## src/logic/fault_report_pkg.sv

```systemverilog
`default_nettype none

package fault_report_pkg;
    // Byte counts of the two unit variants
    localparam int LARGE_IN_BYTES = 12;
    localparam int LARGE_OUT_BYTES = 8;
    localparam int SMALL_IN_BYTES = 8;
    localparam int SMALL_OUT_BYTES = 4;
    localparam int MAX_OUT_BYTES = 8;
    localparam int MAX_IN_BYTES = 12;
    // Widths of the link address and of the report fields
    localparam int ADDR_W = 16;
    localparam int GROUP_W = 5;
    localparam int PATH_W = 4;
    localparam int SLOT_W = 4;
    localparam int INFO_W = 3;
    localparam int TYPE_W = 4;
    // Fixed field values of a status-alarm entry
    localparam logic [TYPE_W-1:0] ALARM_TYPE = 4'h0;
    localparam logic [SLOT_W-1:0] ALARM_SLOT = 4'h1;
    // Reset values
    localparam logic [7:0] BYTE_RESET = 8'h00;
    localparam logic [MAX_OUT_BYTES-1:0] PEND_RESET = 8'h00;

    // One status-alarm entry for the controller's system relay area
    typedef struct packed {
        logic [TYPE_W-1:0] kind;
        logic [GROUP_W-1:0] group;
        logic [PATH_W-1:0] path;
        logic [SLOT_W-1:0] slot;
        logic [INFO_W-1:0] info;
        logic [ADDR_W-1:0] out_addr;
        logic [7:0] data;
    } alarm_entry_t;

    // Output byte write from the link
    typedef struct packed {
        logic valid;
        logic [ADDR_W-1:0] addr;
        logic [7:0] data;
    } out_write_t;
endpackage

`default_nettype wire

```

## src/logic/output_fault_status_reporting.sv

```systemverilog
`timescale 1ns/100ps
`default_nettype none

module output_fault_status_reporting #(
    parameter bit LARGE_UNIT = 1'b1
) (
    input wire logic mclk_i,
    input wire logic reset_i,
    input wire logic [fault_report_pkg::ADDR_W-1:0] input_area_base_i,
    input wire logic [fault_report_pkg::ADDR_W-1:0] output_area_base_i,
    input wire logic [fault_report_pkg::GROUP_W-1:0] group_i,
    input wire logic [fault_report_pkg::PATH_W-1:0] path_i,
    input wire logic [fault_report_pkg::MAX_IN_BYTES*8-1:0] in_points_i,
    input wire logic [fault_report_pkg::ADDR_W-1:0] in_rd_addr_i,
    output logic [7:0] in_rd_data_o,
    output logic in_rd_hit_o,
    input wire fault_report_pkg::out_write_t out_wr_i,
    output logic out_wr_hit_o,
    input wire logic [fault_report_pkg::MAX_OUT_BYTES-1:0] byte_trip_i,
    input wire logic [fault_report_pkg::MAX_OUT_BYTES*8-1:0] point_fault_i,
    output logic [fault_report_pkg::MAX_OUT_BYTES*8-1:0] out_points_o,
    output logic unit_alarm_o,
    output logic alarm_valid_o,
    input wire logic alarm_ready_i,
    output fault_report_pkg::alarm_entry_t alarm_entry_o
);
    import fault_report_pkg::*;

    // Bytes in use for the chosen variant
    localparam int IN_BYTES = LARGE_UNIT ? LARGE_IN_BYTES : SMALL_IN_BYTES;
    localparam int OUT_BYTES = LARGE_UNIT ? LARGE_OUT_BYTES : SMALL_OUT_BYTES;

    logic [ADDR_W-1:0] in_off; // Offset into the input area
    logic [ADDR_W-1:0] out_off; // Offset into the output area
    logic [7:0] latch_q [MAX_OUT_BYTES]; // Output bytes last written by the link
    logic [7:0] latch_d [MAX_OUT_BYTES];
    logic [7:0] fault_q [MAX_OUT_BYTES]; // Per-point fault bits per output byte
    logic [7:0] fault_d [MAX_OUT_BYTES];
    logic [MAX_OUT_BYTES*8-1:0] dout_q; // Driven output points
    logic [MAX_OUT_BYTES*8-1:0] dout_d;
    logic [7:0] rd_q; // Input byte answer
    logic [7:0] rd_d;
    logic rd_hit_q;
    logic rd_hit_d;
    logic [MAX_OUT_BYTES-1:0] pend_q; // Bytes whose alarm data awaits reporting
    logic [MAX_OUT_BYTES-1:0] pend_d;
    logic valid_q; // An entry is offered
    logic valid_d;
    alarm_entry_t entry_q; // Entry being offered
    alarm_entry_t entry_d;

    // Offsets from the allocated start addresses
    assign in_off = in_rd_addr_i - input_area_base_i;
    assign out_off = out_wr_i.addr - output_area_base_i;
    assign out_wr_hit_o = out_wr_i.valid && (out_off < ADDR_W'(OUT_BYTES));

    // A driver fault never raises a unit or controller alarm
    assign unit_alarm_o = 1'b0;

    // Next state of output latches, fault bits and driven points
    always_comb begin
        for (int b = 0; b < MAX_OUT_BYTES; b++) begin
            latch_d[b] = latch_q[b];
            fault_d[b] = BYTE_RESET;
            dout_d[b*8 +: 8] = BYTE_RESET;
            if (b < OUT_BYTES) begin
                // Link write lands on the byte at its offset
                if (out_wr_hit_o && out_off[INFO_W-1:0] == INFO_W'(b)) begin
                    latch_d[b] = out_wr_i.data;
                end
                // Fault bits follow the detectors, clearing when gone
                fault_d[b] = point_fault_i[b*8 +: 8];
                // Tripped byte is held off; others pass unaffected
                if (byte_trip_i[b]) begin
                    dout_d[b*8 +: 8] = BYTE_RESET;
                end else begin
                    dout_d[b*8 +: 8] = latch_q[b];
                end
            end
        end
    end

    // Input byte read at its offset
    always_comb begin
        rd_d = BYTE_RESET;
        rd_hit_d = 1'b0;
        if (in_off < ADDR_W'(IN_BYTES)) begin
            rd_d = in_points_i[in_off[3:0]*8 +: 8];
            rd_hit_d = 1'b1;
        end
    end

    // Report queue: pend on change, offer lowest pending byte
    always_comb begin
        pend_d = pend_q;
        valid_d = valid_q;
        entry_d = entry_q;
        // Offered entry taken by the controller
        if (valid_q && alarm_ready_i) begin
            valid_d = 1'b0;
        end
        // Pick next byte when nothing is offered
        // Ascending scan: once one byte is picked the rest stay pending
        for (int b = 0; b < MAX_OUT_BYTES; b++) begin
            if (!valid_d && pend_q[b]) begin
                valid_d = 1'b1;
                pend_d[b] = 1'b0;
                entry_d.kind = ALARM_TYPE;
                entry_d.group = group_i;
                entry_d.path = path_i;
                entry_d.slot = ALARM_SLOT;
                entry_d.info = INFO_W'(b);
                entry_d.out_addr = output_area_base_i + ADDR_W'(b);
                entry_d.data = fault_q[b];
            end
        end
        // A change arriving in the pick cycle still pends: set wins
        for (int b = 0; b < OUT_BYTES; b++) begin
            if (fault_d[b] != fault_q[b]) begin
                pend_d[b] = 1'b1;
            end
        end
    end

    // Registers
    always_ff @(posedge mclk_i) begin
        if (reset_i) begin
            for (int b = 0; b < MAX_OUT_BYTES; b++) begin
                latch_q[b] <= BYTE_RESET;
                fault_q[b] <= BYTE_RESET;
            end
            dout_q <= '0;
            rd_q <= BYTE_RESET;
            rd_hit_q <= 1'b0;
            pend_q <= PEND_RESET;
            valid_q <= 1'b0;
            entry_q <= '0;
        end else begin
            latch_q <= latch_d;
            fault_q <= fault_d;
            dout_q <= dout_d;
            rd_q <= rd_d;
            rd_hit_q <= rd_hit_d;
            pend_q <= pend_d;
            valid_q <= valid_d;
            entry_q <= entry_d;
        end
    end

    assign out_points_o = dout_q;
    assign in_rd_data_o = rd_q;
    assign in_rd_hit_o = rd_hit_q;
    assign alarm_valid_o = valid_q;
    assign alarm_entry_o = entry_q;

    // Per-byte checks of trip, pass-through, fault queueing and alarm data
    for (genvar g = 0; g < OUT_BYTES; g++) begin : g_byte_chk
        // Protection seen at one edge leaves the byte dark after it
        property p_trip_off;
            @(posedge mclk_i) disable iff (reset_i)
            byte_trip_i[g] |=> out_points_o[g*8 +: 8] == 8'h00;
        endproperty
        a_trip_off: assert property (p_trip_off) else $error("tripped byte not forced off");

        // Untripped byte follows its latch one edge later
        property p_pass;
            @(posedge mclk_i) disable iff (reset_i)
            !byte_trip_i[g] |=> out_points_o[g*8 +: 8] == $past(latch_q[g]);
        endproperty
        a_pass: assert property (p_pass) else $error("healthy byte not driven from latch");

        // Any change of a byte's fault bits is queued or already offered
        property p_pend;
            @(posedge mclk_i) disable iff (reset_i)
            (point_fault_i[g*8 +: 8] != fault_q[g]) |=> pend_q[g] || (valid_q && entry_q.info == g);
        endproperty
        a_pend: assert property (p_pend) else $error("fault change not queued for report");

        // Cleared detectors give clear bits and a driven byte at the next edge
        property p_clear;
            @(posedge mclk_i) disable iff (reset_i)
            (point_fault_i[g*8 +: 8] == 8'h00) && !byte_trip_i[g] |=>
                fault_q[g] == 8'h00 && out_points_o[g*8 +: 8] == $past(latch_q[g]);
        endproperty
        a_clear: assert property (p_clear) else $error("recovered byte not released");

        // Lowest pending byte is offered next, carrying its fault bits
        property p_data;
            @(posedge mclk_i) disable iff (reset_i)
            (!valid_q || alarm_ready_i) && pend_q[g] && (pend_q & MAX_OUT_BYTES'((1 << g) - 1)) == '0 |=>
                alarm_valid_o && alarm_entry_o.info == g && alarm_entry_o.data == $past(fault_q[g]);
        endproperty
        a_data: assert property (p_data) else $error("alarm data differs from fault bits");
    end

    // Fixed fields of every offered entry
    property p_fields;
        @(posedge mclk_i) disable iff (reset_i)
        alarm_valid_o |-> alarm_entry_o.kind == 4'h0 && alarm_entry_o.slot == 4'h1
            && alarm_entry_o.info < OUT_BYTES;
    endproperty
    a_fields: assert property (p_fields) else $error("alarm entry fixed fields wrong");

    // Placement fields follow the unit's group and output base
    property p_place;
        @(posedge mclk_i) disable iff (reset_i)
        $rose(alarm_valid_o) |-> alarm_entry_o.group == $past(group_i)
            && alarm_entry_o.out_addr == $past(output_area_base_i) + ADDR_W'(alarm_entry_o.info);
    endproperty
    a_place: assert property (p_place) else $error("group or output address wrong");
endmodule

`default_nettype wire

```

## config.mk

```make
export PLATFORM = sky130hd
export DESIGN_NAME = output_fault_status_reporting
export DESIGN_NICKNAME = d
export VERILOG_FILES = /design/src/logic/fault_report_pkg.sv /design/src/logic/output_fault_status_reporting.sv
export SDC_FILE = /design/constraint.sdc
export NUM_CORES = 1
export LEC_CHECK = 0
export ABC_AREA = 1
export BUFFER_PORTS_ARGS = -buffer_cell sky130_fd_sc_hd__buf_2
export CORE_MARGIN = 2
export CORE_UTILIZATION = 35
export CTS_BUF_LIST = sky130_fd_sc_hd__clkbuf_8
export DETAILED_ROUTE_END_ITERATION = 8
export PLACE_DENSITY = 0.54
export SYNTH_ARGS = -nofsm -noshare
export SYNTH_HDL_FRONTEND = slang
export SYNTH_SLANG_ARGS = --single-unit
```

## constraint.sdc

```tcl
create_clock -name mclk_i -period 3.19 [get_ports mclk_i]
set_clock_uncertainty 0.1 [all_clocks]
set_input_delay 0.638 -clock mclk_i [delete_from_list [all_inputs] [get_ports mclk_i]]
set_output_delay 0.638 -clock mclk_i [all_outputs]
set_load 0.05 [all_outputs]
```

; ---- Word-level counts from Yosys, hierarchy flattened
; Cells that the tools add are included.
[classes]
addsub = 9
multipliers = 0
n_div = 0
magnitude_cmp = 2
n_eq_ne = 15
shifts = 1
muxes = 34
n_bitwise = 1
reduce_logical = 45
[op_table]
columns = cell, n
row1 = $mux W40, 8
row2 = $shiftx A96 B8 Y8, 1
row3 = $add A16 B3 Y16 const B, 4
row4 = $ne A8 B8 Y1, 8
row5 = $add A16 B2 Y16 const B, 2
row6 = $lt A16 B4 Y1 const B, 2
row7 = $sub A16 B16 Y16, 2
row8 = $mux W1, 26
row9 = $logic_and A1 B1 Y1, 18
row10 = $reduce_or A2 Y1, 9
row11 = $add A16 B1 Y16 const B, 1
row12 = $reduce_bool A2 Y1, 8
row13 = $eq A3 B3 Y1 const B, 4
row14 = $logic_not A1 Y1, 8
row15 = $reduce_bool A8 Y1, 1
row16 = $eq A3 B2 Y1 const B, 2
row17 = $eq A3 B1 Y1 const B, 1
row18 = $logic_not A3 Y1, 1
row19 = $not A1 Y1, 1
[totals]
ff_bits = 247
latch_bits = 0
mem_bits_rw = 0
rom_bits = 0
input_bits = 253
mem_count = 0

; ---- Longest topological paths before layout
; Gate-level depths: netlist of run 1.
[logic_depth]
word_depth = 27
ltp_mapped = 20

; ---- Worst setup path before layout of run 1
; Ideal clock, no wire load.
[synth_path]
path_kind = in2out
startpoint = input out_wr_i[8] (netlist bit)
endpoint = output out_wr_hit_o
arrival_time_ns = 3.086
slack_ns = -0.634
stages = 14
path_buffers = 0
cell_sequence = inv_1 ha_1 inv_1 fa_1 nand3_1 nand2_2 nand2_1 nand3_1 nand2_1 nand3_1 nand3b_1 a21oi_1 nand3_1 nor3_1
[synth_between]
elab_chain_cells = 3
[synth_rtl]
columns = item, line_no
row1 = from (decl), output_fault_status_reporting.sv:17  ; input wire fault_report_pkg::out_write_t out_wr_i,
row2 = $sub A16 B16 Y16, output_fault_status_reporting.sv:54  ; assign out_off = out_wr_i.addr - output_area_base_i;
row3 = $lt A16 B4 Y1, output_fault_status_reporting.sv:55  ; assign out_wr_hit_o = out_wr_i.valid && (out_off < ADDR_W'(OUT_BYTES));
row4 = $logic_and A1 B1 Y1, output_fault_status_reporting.sv:55
row5 = to (decl), output_fault_status_reporting.sv:18  ; output logic out_wr_hit_o,
; Every way passes these cells.

; ---- Worst setup path after layout of run 1
; Same ends and word-level chain as after synthesis.

==> results of run 1 <==
==> state kept, by name (all words and copies together) (netlist names) <==
register       count
latch_q           64
fault_q           64
pend_q             8
out_points_o      64
in_rd_data_o       8
alarm_entry_o     37
in_rd_hit_o        1
alarm_valid_o      1
==> layout make-up <==
| class | instances | area [µm²] |
|---|---|---|
| fillers | 4051 | 20100 |
| multi-input cells | 1362 | 7100 |
| flip-flops and latches | 247 | 4940 |
| repair buffers | 481 | 2870 |
| inverters | 310 | 1170 |
| clock buffers | 65 | 895 |
| well taps | 511 | 639 |
| clock inverters | 17 | 130 |
| diodes | 9 | 22.5 |
==> synth_stat cells (11+ instances only) <==
master	number	area, µm²
inv_1	302	1130
xnor2_1	16	140
nor3_1	19	95.1
buf_2	23	115
nand2_1	338	1270
clkbuf_1	37	139
o221ai_1	16	140
mux2i_1	16	160
nor2_1	361	1360
o21ai_0	121	606
nand3_1	138	691
dfxtp_1	247	4940
a21oi_1	120	601
nor4_1	11	68.8
buf_6	11	124
a211oi_1	11	82.6
nand4_1	23	144
ha_1	39	488
xor2_1	53	464
==> metal layers <==
metal  up-vias  track usage [%]  share of wire (%)
met3        84             4.82                6.5
met4         0             8.44                3.1
li1       7261                -                  -
met5         -                0                  0
met2       420             37.4                 48
met1      6224             26.0                 43
==> per-stage QoR <==
| step | TNS [ns] | total power [mW] | std cells | setup slack, ns |
|---|---|---|---|---|
| floorplan | -0.0429 | 4.44 | 2007 | -0.0429 |
| finish | -7.01 | 8.42 | 3002 | -0.170 |
| global route | -14.27 | 8.88 | 2995 | -0.328 |
| CTS | -0.600 | 8.51 | 2989 | -0.161 |
| global placement | -0.362 | 5.10 | 2896 | -0.323 |
| detailed placement | -1.88 | 5.11 | 2896 | -0.367 |
==> timing repair <==
item / 4_1_cts / 5_1_grt
pin swaps: 15 / 15
resized for setup: 16 / 28
setup buffers: 11 / 2
cloned: 0 / 2
endpoints found under the setup margin: 1 / 65
==> worst max-delay path by stage <==
stage,cells past startpoint,endpoint,slack (ns),start
after floorplan,14,out_wr_hit_o,-0.04,output_area_base_i[2]
after global placement,15,out_wr_hit_o,-0.32,output_area_base_i[3]
after detailed placement,15,out_wr_hit_o,-0.37,output_area_base_i[3]
after CTS,16,out_wr_hit_o,-0.16,out_wr_i[8]
after global routing,12,out_wr_hit_o,-0.33,output_area_base_i[6]
final,16,out_wr_hit_o,-0.17,out_wr_i[8]
==> logic make-up after synthesis <==
logic type	Yosys count	synth area share, %
fa+ha+maj	41	3.91
simple gates	918	28.3
other cells	1	0.0278
xor+xnor	69	4.48
mux	16	1.19
compound gates	310	13.0
flops	247	36.6
buf+inv	398	12.5
==> worst max-delay path, stage by stage <==
cell	delay (ns)
buf_6	0.10
clkinv_4	0.04
ha_4	0.13
inv_4	0.04
fa_2	0.38
nand3_4	0.09
nand2_4	0.07
nand2_2	0.06
nand2_2	0.05
nor2_2	0.11
nand3_2	0.08
nand3b_1	0.18
a21oi_2	0.14
nand3_2	0.11
nor3_4	0.26
buf_12	0.17
==> power by group through the flow <==
| stage | registers [mW] | logic (mW) | clock network, mW |
|---|---|---|---|
| 4_1_cts | 3.24 | 1.83 | 3.43 |
| 5_1_grt | 3.26 | 2.04 | 3.58 |
| 6_report | 3.24 | 1.85 | 3.33 |
| 2_1_floorplan | 3.48 | 0.966 | 0 |
| 3_3_place_gp | 3.31 | 1.80 | 0 |
| 3_5_place_dp | 3.31 | 1.80 | 0 |
==> impl_metrics.py, run 1 <==
metrics = {
    "layout": {
        "post-route-util_pct": 47.0,
        "final_common_cell": "buf_2",
        "fin_nets": 2742,
        "drive_gt1_share_pct": 25.1,
        "layout_common_cells": "buf_2 (360), nor2_1 (357), nand2_1 (329)",
        "syn_to_final_growth_pct": 31.6,
        "fin_area_um2": 17800,
    },
    "critical_path": {
        "crit_required_ns": 2.45,
        "crit_type": "primary input to output port",
        "crit_path_end_kind": "output port",
        "cp.arrival_ns": 2.62,
        "start_kind": "primary input",
        "crit_fanout": 3,
        "r2r_slack_ns": 0.80,
        "r2r_start": "alarm_valid_o",
        "reg2reg_depth": 13,
        "timing.rr.end": "alarm_entry_o[18]",
    },
    "global_route": {
        "grt_pass1_wl_mm": 70.0,
        "grt_max_degree": 103,
        "gr-total-overflow": 0,
        "grt_pass1_vias": 13600,
        "track_usage_pct": 21.6,
        "antenna_found_initial": 8,
    },
    "die": {
        "start_util_pct": 35.7,
        "coreArea_um2": 37800,
        "rows": 71,
        "die_h_um": 200,
        "ios": 373,
        "fp.dieW_um": 200,
        "dieArea_um2": 40200,
    },
    "sta": {
        "finalHoldViolCount": 0,
        "grt_setup_unrepaired": "yes",
        "post-route-period-util_pct": 105,
        "drv_slew": 0,
        "tightestPinTransition_ns": 0.541,
        "setup_violations": 65,
        "setup_ws_ns": -0.170,
        "slew_headroom_pct": 63.8,
        "hold_ws_ns": 0.158,
        "fmax_ghz": 0.298,
        "min_period_ns": 3.36,
    },
    "synthesis": {
        "synth_area_um2": 13500,
        "synth_edf_count": 0,
        "ys_ff_latch": 247,
        "synthArstFlopShare_pct": 0,
        "syn_inst": 2000,
        "synth_ff_type": "dfxtp_1",
        "ys_seq_area_share_pct": 36.6,
        "synth.distinct_cells": 50,
        "syn_avg_cell_area_um2": 6.75,
        "ys.warnings.count": 0,
    },
    "power_and_ir_drop": {
        "combPwrFrac_pct": 21.9,
        "power_density_nw_per_um2": 474,
        "p_clk_share_pct": 39.6,
        "p_sw_share_pct": 30.8,
        "intPower_mw": 5.83,
        "peakVddDrop_uv": 299,
        "p_leak_nw": 9.09,
        "seqPwrFrac_pct": 38.5,
        "power_switching_mw": 2.60,
    },
    "clocking": {
        "cts_tree": "yes",
        "clkTransAtPathRegs_ns": 0.07,
        "cts_num_sinks": 247,
        "cts-root-buf": "clkbuf_8",
        "cts_buffers": 46,
        "clock_latency_ns": 0.61,
        "cts_hold_buf": 0,
        "cts_buffer_depth": 3,
        "htreeDepth": 2,
    },
    "route": {
        "wl_per_cell_um": 14.9,
        "drc_errors": 0,
        "vias_per_cell": 4.66,
        "drt_pre_antenna_iters": 5,
        "antenna_left": 0,
        "drt-total-wl_mm": 44.6,
        "vias": 14000,
        "drt-initial-drc-count": 818,
    },
    "hold_path": {
        "whs_path_depth": 3,
        "hold_end": "fault_q[61]",
        "hp-class": "primary input to register",
        "min_from": "point_fault_i[5]",
    },
    "place": {
        "routabilityCongestion": 0.912,
        "dp_hpwl_mm": 34.2,
        "portBuffers": 364,
        "placed_area_um2": 16400,
    },
    "job": {
        "maxCapViolCount": 0,
    },
    "outcome": {
        "failed_checks": "negative setup slack",
        "outcome": "finished with violations",
    },
}
Note: power is estimated with default switching activity, not from simulation.
==> run 2: changes to the inputs <==
- ABC_AREA: 1 -> default
- HOLD_SLACK_MARGIN: default -> 0.08
- PLACE_DENSITY: 0.54 -> 0.55
==> run 2 against run 1 <==
The flow still finishes with violations (negative setup slack). Combinational power fell by 9%. Synthesized cell count fell by 34%. Cell count fell by 23%. Design area fell by 5.9%. Maximum frequency fell by 8.7%. Via count fell by 20%. Worst setup slack got worse by 0.32 ns. Critical endpoint unchanged.
==> impl_metrics.py, run 2 <==
metrics = {
    "route": {
        "vias": 11300,
        "wl_per_cell_um": 16.7,
        "drt_pre_antenna_iters": 5,
        "vias_per_cell": 4.89,
        "drc_errors": 0,
        "drt-initial-drc-count": 479,
        "antenna_left": 0,
        "drt-total-wl_mm": 38.5,
    },
    "power_and_ir_drop": {
        "peakVddDrop_uv": 269,
        "intPower_mw": 5.59,
        "p_clk_share_pct": 37.3,
        "p_leak_nw": 8.02,
        "power_density_nw_per_um2": 470,
        "power_mw": 7.86,
        "p_sw_share_pct": 28.8,
        "combPwrFrac_pct": 21.5,
        "seqPwrFrac_pct": 41.2,
        "power_switching_mw": 2.27,
    },
    "place": {
        "routabilityCongestion": 0.864,
        "portBuffers": 364,
        "dp_hpwl_mm": 30.3,
        "placed_area_um2": 15700,
        "place_ws_ns": -0.657,
    },
    "sta": {
        "setup_violations": 1,
        "setup_ws_ns": -0.489,
        "finalHoldViolCount": 0,
        "post-route-period-util_pct": 115,
        "slew_headroom_pct": 21.7,
        "fmax_ghz": 0.272,
        "min_period_ns": 3.68,
        "hold_ws_ns": 0.218,
        "tightestPinTransition_ns": 1.17,
        "drv_slew": 0,
        "grt_setup_unrepaired": "yes",
    },
    "synthesis": {
        "synth_edf_count": 0,
        "yosys.cell_count.top_type": "dfxtp_1",
        "synth_common_cells": "dfxtp_1 (247), mux2i_1 (79), nand2b_1 (79)",
        "synth_area_um2": 12500,
        "syn_avg_cell_area_um2": 9.41,
        "ys_ff_latch": 247,
        "synth.distinct_cells": 81,
        "ys.warnings.count": 0,
        "ys_seq_area_share_pct": 39.7,
        "syn_inst": 1324,
        "synth_top_area_share_pct": 39.7,
        "synthArstFlopShare_pct": 0,
        "synth_top_area_cell": "dfxtp_1",
        "synth_ff_type": "dfxtp_1",
        "synthTopCellsByArea": "dfxtp_1 (40%), mux2i_1 (6.3%), mux4_2 (4.3%), xor2_1 (4.2%), nand2b_1 (4.0%)",
    },
    "hold_path": {
        "hold_end": "fault_q[63]",
        "whs_path_depth": 2,
        "min_from": "point_fault_i[7]",
        "hp-class": "primary input to register",
    },
    "layout": {
        "num-fill-cells": 3487,
        "final_common_cell": "buf_2",
        "regArea_um2": 4940,
        "fin_area_um2": 16700,
        "drive_gt1_share_pct": 34.5,
        "layout_common_cells": "buf_2 (360), dfxtp_1 (247), buf_4 (138)",
        "syn_to_final_growth_pct": 34.2,
        "fin_nets": 2101,
        "multiInputGateArea_um2": 7170,
    },
    "critical_path": {
        "crit_fanout": 3,
        "critPathLaunch": "out_wr_i[8]",
        "crit_required_ns": 2.45,
        "start_kind": "primary input",
        "crit_type": "primary input to output port",
        "reg2reg_depth": 9,
        "r2r_slack_ns": 0.24,
        "cp.arrival_ns": 2.94,
        "timing.rr.end": "alarm_entry_o[0]",
        "r2r_start": "pend_q[0]",
        "crit_path_end_kind": "output port",
    },
    "global_route": {
        "grt_max_degree": 108,
        "antenna_found_initial": 9,
        "track_usage_pct": 20.3,
        "gr-total-overflow": 0,
        "grt_pass1_vias": 11300,
        "grt_pass1_wl_mm": 59.0,
    },
    "clocking": {
        "cts_num_sinks": 247,
        "clock_latency_ns": 0.56,
        "cts-root-buf": "clkbuf_8",
        "clkTransAtPathRegs_ns": 0.07,
        "cts_buffer_depth": 3,
        "cts_buffers": 42,
        "htreeDepth": 2,
        "cts_tree": "yes",
        "cts_hold_buf": 0,
    },
    "job": {
        "maxCapViolCount": 0,
    },
    "die": {
        "start_util_pct": 35.3,
        "fp.dieW_um": 193,
        "ios": 373,
        "coreArea_um2": 35300,
        "dieArea_um2": 37100,
        "die_h_um": 193,
        "rows": 69,
    },
    "outcome": {
        "outcome": "finished with violations",
        "failed_checks": "negative setup slack",
    },
}
[run 2: cell count changes after synthesis, sizes merged, moves of 79 or more]
| cell | change |
|---|---|
| nand3 | -117 |
| inv | -262 |
| nand2b | +79 |
| o21ai | -84 |
| nor2 | -285 |
| nand2 | -266 |
[run 2: cell families after synthesis]
logic type | Yosys count | synth area share, %
adder cells (fa/ha/maj) | 41 | 4.24
other | 1 | 0.0301
XOR/XNOR | 88 | 6.18
buffers and inverters | 121 | 4.07
multiplexers | 104 | 10.8
AO/OA/AOI/OAI | 240 | 13.1
AND/OR/NAND/NOR | 482 | 21.9
flip-flops | 247 | 39.7
[run 2: through the flow]
stage               util [%]  std cells  TNS (ns)
floorplan                  -       1331     -7.04
global placement        44.5       2218    -25.82
detailed placement      44.5       2218    -27.73
CTS                     47.4       2300    -0.992
global route            47.4       2301    -0.605
finish                  47.4       2302    -0.489
[run 2: area by class of cell]
| class | count | share of cell area [%] |
|---|---|---|
| Multi-Input combinational cell | 963 | 42.9 |
| Tap cell | 461 | 3.45 |
| Timing Repair Buffer | 507 | 17.7 |
| Clock buffer | 53 | 4.36 |
| Inverter | 46 | 1.09 |
| Clock inverter | 21 | 0.868 |
| Sequential cell | 247 | 29.6 |
| Antenna cell | 4 | 0.0598 |
[run 2: how the worst max path moves through the flow]
| stage | end | slack [ns] |
|---|---|---|
| after global routing | out_wr_hit_o | -0.60 |
| after CTS | out_wr_hit_o | -0.50 |
| after floorplan | out_wr_hit_o | -0.57 |
| final | out_wr_hit_o | -0.49 |
| after global placement | out_wr_hit_o | -0.64 |
| after detailed placement | out_wr_hit_o | -0.66 |
[run 2: timing repair]
action | 4_1_cts | 5_1_grt
setup buffers | 8 | 2
resized for setup | 15 | 5
pin swaps | 6 | 2
setup endpoints to repair | 2 | 77
[run 2: metal layers]
metal,GRT usage [%],share of wire [%],vias up
met3,3.18,5.3,61
met1,24.1,41,5227
met2,37.4,51,338
li1,-,-,5624
met4,6.25,2.1,4
met5,0,0.054,-
[run 2: worst max-delay path, cell delays in order]
cell and delay (ns):
buf_6 0.09, inv_4 0.04, ha_4 0.12, inv_2 0.03, fa_2 0.35, a21o_2 0.21, nand4_1 0.11, nand2_1 0.08
mux2i_1 0.20, o2111ai_1 0.15, nor4_1 0.29, nand3_1 0.16, nor4b_4 0.27, buf_6 0.20
[run 2: power groups by stage]
stage	sequential, mW	combinational (mW)	clock, mW
CTS	3.23	1.71	3.03
global route	3.24	1.85	3.16
finish	3.23	1.69	2.93
global placement	3.30	1.65	0
floorplan	3.42	0.901	0
detailed placement	3.30	1.65	0
